[config.mk]
export PLATFORM = sky130hd
export DESIGN_NAME = crsfi_regset
export DESIGN_NICKNAME = d
export VERILOG_FILES = /design/src/crsfi_pkg.sv /design/src/crsfi_regset.sv /design/src/crsfi_post_track.sv
export VERILOG_INCLUDE_DIRS = /design/src
export SDC_FILE = /design/constraint.sdc
export NUM_CORES = 2
export LEC_CHECK = 0
export BUFFER_PORTS_ARGS = -buffer_cell sky130_fd_sc_hd__buf_4
export CORE_MARGIN = 1.5
export CORE_UTILIZATION = 45
export CTS_CLUSTER_DIAMETER = 100
export CTS_CLUSTER_SIZE = 12
export DETAILED_ROUTE_END_ITERATION = 10
export MAX_ROUTING_LAYER = met4
export SYNTH_ARGS = -nofsm -noshare
export SYNTH_HDL_FRONTEND = slang
export SYNTH_SLANG_ARGS = --single-unit
export TNS_END_PERCENT = 10
[constraint.sdc]
create_clock -name CLK_SYS_I -period 3 [get_ports CLK_SYS_I]
set_clock_uncertainty 0.15 [all_clocks]
set_input_delay 0.75 -clock CLK_SYS_I [delete_from_list [all_inputs] [get_ports CLK_SYS_I]]
set_output_delay 0.75 -clock CLK_SYS_I [all_outputs]
set_load 0.005 [all_outputs]
[src/crsfi_defs.svh]
// Constants for the CPU register set block
`ifndef CRSFI_DEFS_SVH
`define CRSFI_DEFS_SVH
`define CRSFI_NREGS        16
`define CRSFI_RIDX_W       4
`define CRSFI_STK_SEL_BIT  17
`define CRSFI_RESET_WORD   32'h0000_0000
`define CRSFI_ADDR_MAX     32'hFFFF_FFFF
`define CRSFI_POST_CNT_W   4
`define CRSFI_POST_MAX     4'hF
`endif

[src/crsfi_pkg.sv]
// Types for the CPU register set block
package crsfi_pkg;
  typedef logic [31:0] crsfi_word_t;
  typedef logic [63:0] crsfi_wide_t;
  typedef enum logic [3:0] {
    CRSFI_ACC_NONE  = 4'h1,
    CRSFI_ACC_WHI   = 4'h2,
    CRSFI_ACC_WLO   = 4'h4,
    CRSFI_ACC_PROD  = 4'h8
  } crsfi_acc_op_t;
endpackage : crsfi_pkg

[src/crsfi_regset.sv]
// CPU register set with fast interrupt backup and wide DSP sum
// Functional notes
// [RULE_01] Sixteen general registers; one to fifteen serve as data or address.
// [RULE_02] Register zero is the stack pointer storage.
// [RULE_03] Status stack select bit picks interrupt or user stack pointer.
// [RULE_04] Software should keep stack pointers multiples of four.
// [RULE_05] Vector base holds table start; lookups are relative to it.
// [RULE_06] Instruction pointer holds the executing instruction address.
// [RULE_07] Fast interrupt saves instruction pointer into backup counter.
// [RULE_08] Fast interrupt saves status word into same-layout backup.
// [RULE_09] Fast interrupt branches to fast vector target register.
// [RULE_10] A 64-bit wide sum register serves DSP instructions.
// [RULE_11] Multiply-class instructions overwrite the wide sum.
// [RULE_12] High write loads bits 63..32, low write loads bits 31..0.
// [RULE_13] High read returns 63..32, middle read returns 47..16.
// [RULE_14] Addresses are one linear 32-bit space for program and data.
// [RULE_15] I/O stores are posted; next instruction proceeds at once.
// [RULE_16] I/O read waits until every earlier posted write completes. The counter stops at 15 outstanding; a write beyond that is not waited for.
// [RULE_17] All general, counter, status and backup registers are 32 bits.
`include "crsfi_defs.svh"
module crsfi_regset (
  // Clock and reset
  input  wire logic                    CLK_SYS_I,
  input  wire logic                    RST_I,
  // General register port
  input  wire logic [3:0]              RD_IDX_A_I,
  input  wire logic [3:0]              RD_IDX_B_I,
  input  wire logic                    WR_EN_I,
  input  wire logic [3:0]              WR_IDX_I,
  input  wire crsfi_pkg::crsfi_word_t  WR_DATA_I,
  output crsfi_pkg::crsfi_word_t       RD_DATA_A_O,
  output crsfi_pkg::crsfi_word_t       RD_DATA_B_O,
  // Control registers
  input  wire logic                    PC_LOAD_I,
  input  wire crsfi_pkg::crsfi_word_t  PC_NEXT_I,
  input  wire logic                    PSW_WR_I,
  input  wire crsfi_pkg::crsfi_word_t  PSW_DATA_I,
  input  wire logic                    VTB_WR_I,
  input  wire logic                    FVT_WR_I,
  input  wire crsfi_pkg::crsfi_word_t  CTRL_DATA_I,
  input  wire logic [7:0]              VEC_NUM_I,
  output crsfi_pkg::crsfi_word_t       PC_O,
  output crsfi_pkg::crsfi_word_t       PSW_O,
  output crsfi_pkg::crsfi_word_t       SAVED_PC_O,
  output crsfi_pkg::crsfi_word_t       SAVED_PSW_O,
  output crsfi_pkg::crsfi_word_t       VEC_ADDR_O,
  // Fast interrupt
  input  wire logic                    FAST_IRQ_I,
  // Wide sum
  input  wire crsfi_pkg::crsfi_acc_op_t ACC_OP_I,
  input  wire crsfi_pkg::crsfi_word_t  ACC_DATA_I,
  input  wire crsfi_pkg::crsfi_wide_t  ACC_PROD_I,
  output crsfi_pkg::crsfi_word_t       ACC_HI_O,
  output crsfi_pkg::crsfi_word_t       ACC_MID_O,
  // I/O write posting
  input  wire logic                    IO_WR_I,
  input  wire logic                    IO_WR_DONE_I,
  input  wire logic                    IO_RD_I,
  output logic                         IO_RD_GO_O,
  output logic                         IO_FULL_O
);
  // General registers; entry zero is never read, the stack pointers stand in
  crsfi_pkg::crsfi_word_t gr_q [`CRSFI_NREGS];
  crsfi_pkg::crsfi_word_t gr_d [`CRSFI_NREGS];
  // Banked stack pointers
  crsfi_pkg::crsfi_word_t istk_q;
  crsfi_pkg::crsfi_word_t istk_d;
  crsfi_pkg::crsfi_word_t ustk_q;
  crsfi_pkg::crsfi_word_t ustk_d;
  // Instruction pointer and status word
  crsfi_pkg::crsfi_word_t ip_q;
  crsfi_pkg::crsfi_word_t ip_d;
  crsfi_pkg::crsfi_word_t stat_q;
  crsfi_pkg::crsfi_word_t stat_d;
  // Fast interrupt backup copies
  crsfi_pkg::crsfi_word_t svip_q;
  crsfi_pkg::crsfi_word_t svip_d;
  crsfi_pkg::crsfi_word_t svst_q;
  crsfi_pkg::crsfi_word_t svst_d;
  // Vector table base and fast vector target
  crsfi_pkg::crsfi_word_t vtb_q;
  crsfi_pkg::crsfi_word_t vtb_d;
  crsfi_pkg::crsfi_word_t fvt_q;
  crsfi_pkg::crsfi_word_t fvt_d;
  // Registered read data and vector address
  crsfi_pkg::crsfi_word_t ra_q;
  crsfi_pkg::crsfi_word_t ra_d;
  crsfi_pkg::crsfi_word_t rb_q;
  crsfi_pkg::crsfi_word_t rb_d;
  crsfi_pkg::crsfi_word_t va_q;
  crsfi_pkg::crsfi_word_t va_d;
  // Wide sum
  crsfi_pkg::crsfi_wide_t wsum_q;
  crsfi_pkg::crsfi_wide_t wsum_d;
  // Posting tracker status
  logic                   io_full;
  logic                   io_go;
  logic                   full_q;

  // Stack select decode; high picks the user copy
  function automatic logic stk_user(input crsfi_pkg::crsfi_word_t stat);
    return stat[`CRSFI_STK_SEL_BIT]; // [RULE_03]
  endfunction : stk_user

  // Register read with stack pointer aliasing
  function automatic crsfi_pkg::crsfi_word_t rd_sel(input logic [3:0] idx,
      input crsfi_pkg::crsfi_word_t stk_val);
    crsfi_pkg::crsfi_word_t r;
    r = (idx == 4'h0) ? stk_val : gr_q[idx]; // [RULE_02]
    return r;
  endfunction : rd_sel

  // Next state of register set
  always_comb begin
    crsfi_pkg::crsfi_word_t stk_now;
    stk_now = stk_user(stat_q) ? ustk_q : istk_q; // [RULE_03]
    for (int i = 0; i < `CRSFI_NREGS; i++) begin
      gr_d[i] = gr_q[i];
    end
    istk_d = istk_q;
    ustk_d = ustk_q;
    ip_d   = ip_q;
    stat_d = stat_q;
    svip_d = svip_q;
    svst_d = svst_q;
    vtb_d  = vtb_q;
    fvt_d  = fvt_q;
    wsum_d = wsum_q;
    // General writes; index zero lands in the active stack pointer
    if (WR_EN_I) begin
      if (WR_IDX_I == 4'h0) begin
        if (stk_user(stat_q)) begin
          ustk_d = WR_DATA_I; // [RULE_03]
        end else begin
          istk_d = WR_DATA_I; // [RULE_02]
        end
      end else begin
        gr_d[WR_IDX_I] = WR_DATA_I; // [RULE_01]
      end
    end
    if (PSW_WR_I) stat_d = PSW_DATA_I;
    if (VTB_WR_I) vtb_d = CTRL_DATA_I; // [RULE_05]
    if (FVT_WR_I) fvt_d = CTRL_DATA_I;
    if (PC_LOAD_I) ip_d = PC_NEXT_I; // [RULE_06]
    // Fast interrupt save and branch; wins over a same-cycle load
    if (FAST_IRQ_I) begin
      svip_d = ip_q; // [RULE_07]
      svst_d = stat_q; // [RULE_08]
      ip_d   = fvt_q; // [RULE_09]
    end
    // Wide sum updates
    case (ACC_OP_I)
      crsfi_pkg::CRSFI_ACC_NONE: wsum_d = wsum_q;
      crsfi_pkg::CRSFI_ACC_WHI:  wsum_d = {ACC_DATA_I, wsum_q[31:0]}; // [RULE_12]
      crsfi_pkg::CRSFI_ACC_WLO:  wsum_d = {wsum_q[63:32], ACC_DATA_I}; // [RULE_12]
      crsfi_pkg::CRSFI_ACC_PROD: wsum_d = ACC_PROD_I; // [RULE_11]
      default:                   wsum_d = wsum_q;
    endcase
    ra_d = rd_sel(RD_IDX_A_I, stk_now); // [RULE_01]
    rb_d = rd_sel(RD_IDX_B_I, stk_now);
    // Table base plus four bytes per vector, wrapping in 32 bits
    va_d = 32'(vtb_q + {22'h0, VEC_NUM_I, 2'h0}); // [RULE_14]
  end

  // Register everything
  always_ff @(posedge CLK_SYS_I) begin
    if (RST_I) begin
      for (int i = 0; i < `CRSFI_NREGS; i++) begin
        gr_q[i] <= `CRSFI_RESET_WORD; // [RULE_17]
      end
      istk_q <= `CRSFI_RESET_WORD;
      ustk_q <= `CRSFI_RESET_WORD;
      ip_q   <= `CRSFI_RESET_WORD;
      stat_q <= `CRSFI_RESET_WORD;
      svip_q <= `CRSFI_RESET_WORD;
      svst_q <= `CRSFI_RESET_WORD;
      vtb_q  <= `CRSFI_RESET_WORD;
      fvt_q  <= `CRSFI_RESET_WORD;
      wsum_q <= 64'h0;
      ra_q   <= `CRSFI_RESET_WORD;
      rb_q   <= `CRSFI_RESET_WORD;
      va_q   <= `CRSFI_RESET_WORD;
      full_q <= 1'b0;
    end else begin
      for (int i = 0; i < `CRSFI_NREGS; i++) begin
        gr_q[i] <= gr_d[i];
      end
      istk_q <= istk_d;
      ustk_q <= ustk_d;
      ip_q   <= ip_d;
      stat_q <= stat_d;
      svip_q <= svip_d;
      svst_q <= svst_d;
      vtb_q  <= vtb_d;
      fvt_q  <= fvt_d;
      wsum_q <= wsum_d; // [RULE_10]
      ra_q   <= ra_d;
      rb_q   <= rb_d;
      va_q   <= va_d;
      full_q <= io_full;
    end
  end

  // Posted I/O write tracking; writes never stall the core
  crsfi_post_track u_post (
    .clk_i      (CLK_SYS_I),
    .rst_i      (RST_I),
    .wr_post_i  (IO_WR_I), // [RULE_15]
    .wr_done_i  (IO_WR_DONE_I),
    .rd_req_i   (IO_RD_I),
    .full_o     (io_full),
    .rd_grant_o (io_go)
  );

  // Outputs from flip-flops
  assign RD_DATA_A_O = ra_q;
  assign RD_DATA_B_O = rb_q;
  assign PC_O        = ip_q;
  assign PSW_O       = stat_q;
  assign SAVED_PC_O  = svip_q;
  assign SAVED_PSW_O = svst_q;
  assign VEC_ADDR_O  = va_q; // [RULE_05]
  assign ACC_HI_O    = wsum_q[63:32]; // [RULE_13]
  assign ACC_MID_O   = wsum_q[47:16]; // [RULE_13]
  assign IO_RD_GO_O  = io_go; // [RULE_16]
  assign IO_FULL_O   = full_q;
endmodule : crsfi_regset

[src/crsfi_post_track.sv]
// Posted I/O write tracker giving a read completion barrier
`include "crsfi_defs.svh"
module crsfi_post_track (
  // Clock and reset
  input  wire logic clk_i,
  input  wire logic rst_i,
  // Traffic
  input  wire logic wr_post_i,
  input  wire logic wr_done_i,
  input  wire logic rd_req_i,
  // Status
  output logic      full_o,
  output logic      rd_grant_o
);
  logic [`CRSFI_POST_CNT_W-1:0] cnt_q;
  logic [`CRSFI_POST_CNT_W-1:0] cnt_d;
  logic                         gnt_q;
  logic                         gnt_d;

  // Outstanding posted writes
  always_comb begin
    cnt_d = cnt_q;
    if (wr_post_i && !wr_done_i && cnt_q != `CRSFI_POST_MAX) begin
      cnt_d = cnt_q + 4'h1;
    end else if (!wr_post_i && wr_done_i && cnt_q != 4'h0) begin
      cnt_d = cnt_q - 4'h1;
    end
    gnt_d = rd_req_i && (cnt_d == 4'h0) && !wr_post_i; // [RULE_16]
  end

  // Register state
  always_ff @(posedge clk_i) begin
    if (rst_i) begin
      cnt_q <= 4'h0;
      gnt_q <= 1'b0;
    end else begin
      cnt_q <= cnt_d;
      gnt_q <= gnt_d;
    end
  end

  assign full_o     = (cnt_q == `CRSFI_POST_MAX);
  assign rd_grant_o = gnt_q;
endmodule : crsfi_post_track

After elaboration in Yosys (flattened, before gate mapping) --
Memories as Yosys holds them, arrays and structs flattened. Index checks and enable logic that the tools add are counted.
Word-level totals: register bits after elaboration 422, bits in writable memories 512, input bits 259, output and inout port bits 290, word-level logic and storage cells 100, memories kept 1
Memories:
- gr_q | depth 16, bits a word 32, read ports 18, clocked after memory_dff 0, wr ports 16, line crsfi_regset.sv:63 | crsfi_pkg::crsfi_word_t gr_q [`CRSFI_NREGS];
Operators by class: $add $sub $neg 3, order comparisons 2, equality and inequality tests 5, multiplexer cells 32, bitwise gates (word level) 20, reduce and logical (&&, ||, !) cells 21
Operator list (count):
- 2-to-1 mux 512 bit | 2
- 2-to-1 mux 32 bit | 22
- bitwise mux 512 bit | 1
- case mux 64 bit (3 select lines) | 1
- demux 32 bit (select 4 bit) | 1
- adder 32 x 10 -> 32 bit | 1
- zero test 4 bit | 4
- bitwise OR 1 bit | 16
- equality test 4 bit (second input constant) | 2
- 2-to-1 mux 4 bit | 2
- logical AND 1 bit | 7
- AND reduction 3 bit | 2
- nonzero test 2 bit | 3
- >= comparator 5 bit (second input constant) | 1
- < comparator 5 x 1 -> 1 bit (second input constant) | 1
- inverter 4 -> 5 bit | 1
- adder 4 x 1 -> 4 bit (second input constant) | 1
- equality test 4 x 2 -> 1 bit (second input constant) | 1
- equality test 4 x 3 -> 1 bit (second input constant) | 1
- inequality test 4 bit (second input constant) | 1
- AND reduction 2 bit | 2
- nonzero test 4 bit | 1
- subtractor 4 x 1 -> 4 bit (second input constant) | 1
- 2-to-1 mux 1 bit | 3
- 2 further kinds | 5

Longest topological paths before layout --
word-level depth 9, depth in mapped cells 9, depth with buffers taken out 8

By module --
From an unflattened synthesis, not the netlist that was laid out.
Unflattened totals: cells, all modules 4599, area, all modules 41100.7 um^2
Modules (own cells, without submodules):
- crsfi_regset | times used 1, cells an instance 4555, area an instance 40725.3 um^2, sequential area each 18237.5 um^2
- crsfi_post_track | times used 1, cells an instance 44, area an instance 375.4 um^2, sequential area each 100.1 um^2

Worst setup path before layout --
Ideal clock, no wire load.
kind input-to-reg, start input port VEC_NUM_I[0], end register va_q[30] (netlist: VEC_ADDR_O[30]), setup time 0.071 ns, data arrival time 2.424 ns, required time 2.779 ns, path slack 0.356 ns, cell stages on the path 8, buffers on the path 0, path through ha_1 > inv_1 > fa_1 > nor2b_1 > o31a_1 > o21ai_1 > or4_1 > a21oi_1
Between the ends: cells in the longest elaborated chain, start to end 1
Ends and longest elaborated chain:
- start: declaration | line crsfi_regset.sv:41 | input wire logic [7:0] VEC_NUM_I,
- adder 32 x 10 -> 32 bit | line crsfi_regset.sv:162 | va_d = 32'(vtb_q + {22'h0, VEC_NUM_I, 2'h0});
- end signal: assignment | line crsfi_regset.sv:182 | va_q <= `CRSFI_RESET_WORD;
- end signal: assignment | line crsfi_regset.sv:199 | va_q <= va_d;
- end: declaration | line crsfi_regset.sv:90 | crsfi_pkg::crsfi_word_t va_q;
Every way passes these cells. A chain may end at the register's enable or synchronous reset.

Worst setup path after layout --
start register stat_q[17] (netlist: PSW_O[17]), end output port PSW_O[17]
RTL lines:
- start: declaration | line crsfi_regset.sv:73 | crsfi_pkg::crsfi_word_t stat_q;
- start signal: assignment | line crsfi_regset.sv:174 | stat_q <= `CRSFI_RESET_WORD;
- start signal: assignment | line crsfi_regset.sv:191 | stat_q <= stat_d;
- end: declaration | line crsfi_regset.sv:43 | output crsfi_pkg::crsfi_word_t PSW_O,
No word-level cell between the ends.

==> flow_metrics.tcl <==
set metrics [dict create \
    gp_congestion 0.8752 \
    tightestPinTransition_ns 1.285 \
    slew_headroom_pct 13.98 \
    synth_top_family_by_area "multiplexers" \
    clockRootBuffer "clkbuf_16" \
    placed_cells 5923 \
    worstPathMaxFanout 39 \
    slowest_delay_ns 0.98 \
    grt_pass1_vias 32928 \
    syn_inst 4467 \
    area_delta_synth_final_pct 20.59 \
    grt_usage_pct 32.78 \
    synth_area_um2 39670 \
    synth_compound_area_share_pct 15.27 \
    core_area_um2 87020 \
    crit_buf_inv 1 \
    synthFlopType "dfxtp_1" \
    end_kind "primary output" \
    fin_setup_tns_ns 0 \
    layout_top_registers "gr_q (480), wsum_q (48)" \
    grt_overflow_total 0 \
    layout_min_cycle_time_ns 2.786 \
    antenna_left 0 \
    clock-sinks 886 \
    worst_setup_path_start_kind "register" \
    ir_drop_mv 0.4156 \
    arrival_ns 1.89 \
    post_cts_buffers 0 \
    post-route-drc-count 0 \
    synth-xor-area-share_pct 0.1987 \
    p_per_area_nw_per_um2 521.7 \
    first_pass_iters 5 \
    drv_slew 0 \
    pin_count 549 \
    cts_buffers 84 \
    largest_reg_flops 480 \
    fin_cells 6028 \
    regToRegStartpoint "vtb_q[2]$_SDFFE_PP0P_" \
    synth_most_common_cell "nand2_1" \
    ys_top_cells_by_count "nand2_1, dfxtp_1, a21oi_1, nor2_1, clkbuf_1" \
    crit_chain "buf_4" \
    yosysWarnings 0 \
    ys_types 59 \
    ys_top_cells_by_area "dfxtp_1, nand2_1, mux4_2, a21oi_1, mux2i_1" \
    avgSynthCellArea_um2 8.881 \
    clkTransAtPathRegs_ns 0.06 \
    cts_max_level 3 \
    crit_type "register to primary output" \
    initial_utilization_pct 45.59 \
    clk_latency_ns 0.65 \
    dp_hpwl_um 98470 \
    die_w_um 299.9 \
    post_cts_resize_count 0 \
    cts_hold_buf 0 \
    cts_buffer_depth 3 \
    ys_async_sr_fraction_pct 0 \
    wirelength_um 147300 \
    ys_seq_area_share_pct 44.71 \
    post-place-ws_ns 0.03985 \
    wl_per_cell_um 24.43 \
    syn_nets 4737 \
    die-area_um2 89950 \
    crit-reg2reg-capture "VEC_ADDR_O[24]$_SDFF_PP0_" \
    synthSimpleGateAreaFrac_pct 16.24 \
    synth_top_area_share_pct 44.71 \
    ys_ff_latch 886 \
    cts_tree "yes" \
    vias 34833 \
    hold_violations 0 \
    min_to "PSW_O[27]$_SDFFE_PP0P_" \
    antenna_found_initial 11 \
    crit_slowest_cell "dfxtp_4" \
    drt_iter0_drc 3654 \
    p_leak_uw 0.01782 \
    yosysTopAreaCell "dfxtp_1" \
    numPortBuffers 532 \
    grt_max_degree 96 \
    hold_depth 3 \
    min_path_type "input pin to register" \
    rsz0062_at_grt "false" \
    maxCapViolations 0 \
    fmax_mhz 358.9 \
    synth-edff-count 0 \
    fp-row-count 108 \
    nets 5124 \
    r2r_slack_ns 0.50 \
    worst_slack_ns 0.2141 \
    path_delay_family "flip-flops" \
    synth_mux_area_share_pct 18.19 \
    synth_adder_area_share_pct 0.3659 \
    top_register "gr_q" \
    cp.required_ns 2.10 \
    r2r_cells 9 \
    via_per_inst 5.779 \
    status "finished clean" \
    setup_viol 0 \
    grt_pass1_wl_um 216400 \
    fin_crit_sh_pct 92.86 \
    drive_gt1_share_pct 23.06 \
    fp.dieH_um 299.9 \
    hold_start "PSW_DATA_I[27]" \
]
## worst max path at each step
stage / startpoint / to / slack, ns / cells after the start
5_1_grt: PSW_O[17]$_SDFFE_PP0P_ / PSW_O[17] / 0.18 / 1
2_1_floorplan: VEC_NUM_I[0] / VEC_ADDR_O[30]$_SDFF_PP0_ / 0.36 / 8
3_5_place_dp: VEC_NUM_I[0] / VEC_ADDR_O[24]$_SDFF_PP0_ / 0.04 / 10
6_report: PSW_O[17]$_SDFFE_PP0P_ / PSW_O[17] / 0.21 / 1
4_1_cts: PSW_O[17]$_SDFFE_PP0P_ / PSW_O[17] / 0.18 / 1
3_3_place_gp: VEC_NUM_I[0] / VEC_ADDR_O[26]$_SDFF_PP0_ / 0.05 / 10
## final cells by class
class / count / area, µm²
Multi-Input combinational cell: 3133 / 20170
Inverter: 10 / 37.54
Clock inverter: 9 / 122.6
Tap cell: 1155 / 1445
Fill cell: 8028 / 39180
Antenna cell: 11 / 27.53
Sequential cell: 886 / 17740
Clock buffer: 85 / 2106
Timing Repair Buffer: 739 / 6193
## per-layer routing
layer	GRT usage, %	part of all wire [%]	up-vias
met1	41.71	40	16797
met5	-	0	-
met4	10.65	3.1	0
met2	52.50	48	1583
li1	-	-	16195
met3	6.236	9.1	258
## power breakdown
group          leakage (µW)  switching, µW  internal, µW
registers           0.00720            273         12100
logic               0.00953           1650          1280
clock network       0.00109           4640          5010
total                0.0178           6570         18400
## per-stage QoR
| stage | utilization, % | cell area [µm²] | total power (µW) | hold slack (ns) |
|---|---|---|---|---|
| after floorplan | - | 39670 | 14140 | 0.2857 |
| after global placement | 52.38 | 45580 | 15520 | 0.2907 |
| after detailed placement | 52.38 | 45580 | 15550 | 0.2956 |
| after CTS | 54.94 | 47810 | 25090 | 0.1590 |
| after global routing | 54.97 | 47840 | 25770 | 0.1792 |
| final | 54.97 | 47840 | 24960 | 0.1799 |
## cell usage in the layout, fill, tap and decap left out, drive strengths merged, types with 9 or more instances in the layout
| cell type | count |
|---|---|
| a2111oi | 64 |
| a21oi | 644 |
| a22oi | 48 |
| buf | 738 |
| clkbuf | 86 |
| dfxtp | 886 |
| diode | 11 |
| ha | 10 |
| inv | 17 |
| mux2i | 289 |
| mux4 | 192 |
| nand2 | 1228 |
| nand3 | 17 |
| nor2 | 322 |
| nor2b | 11 |
| nor3 | 13 |
| o21ai | 81 |
| o22ai | 65 |
| o2bb2ai | 64 |
| or4 | 9 |
## cells by family after synthesis
group                      after synthesis
and+or+nand+nor                       1637
AOI/OAI and AO/OA                      995
DFF                                    886
muxes                                  481
buffers and inverters                  448
adders and majority gates               11
xor gates and xnor gates                 9
## worst reg2reg max path, delay by kind of cell, from the launching register on
family / cells / cell delay (ns)
adders and majority gates: 2 / 0.55
AOI/OAI and AO/OA: 3 / 0.51
and+or+nand+nor: 2 / 0.64
buffers and inverters: 2 / 0.22
DFF: 1 / 0.34
Note: power is estimated with default switching activity, not from simulation.
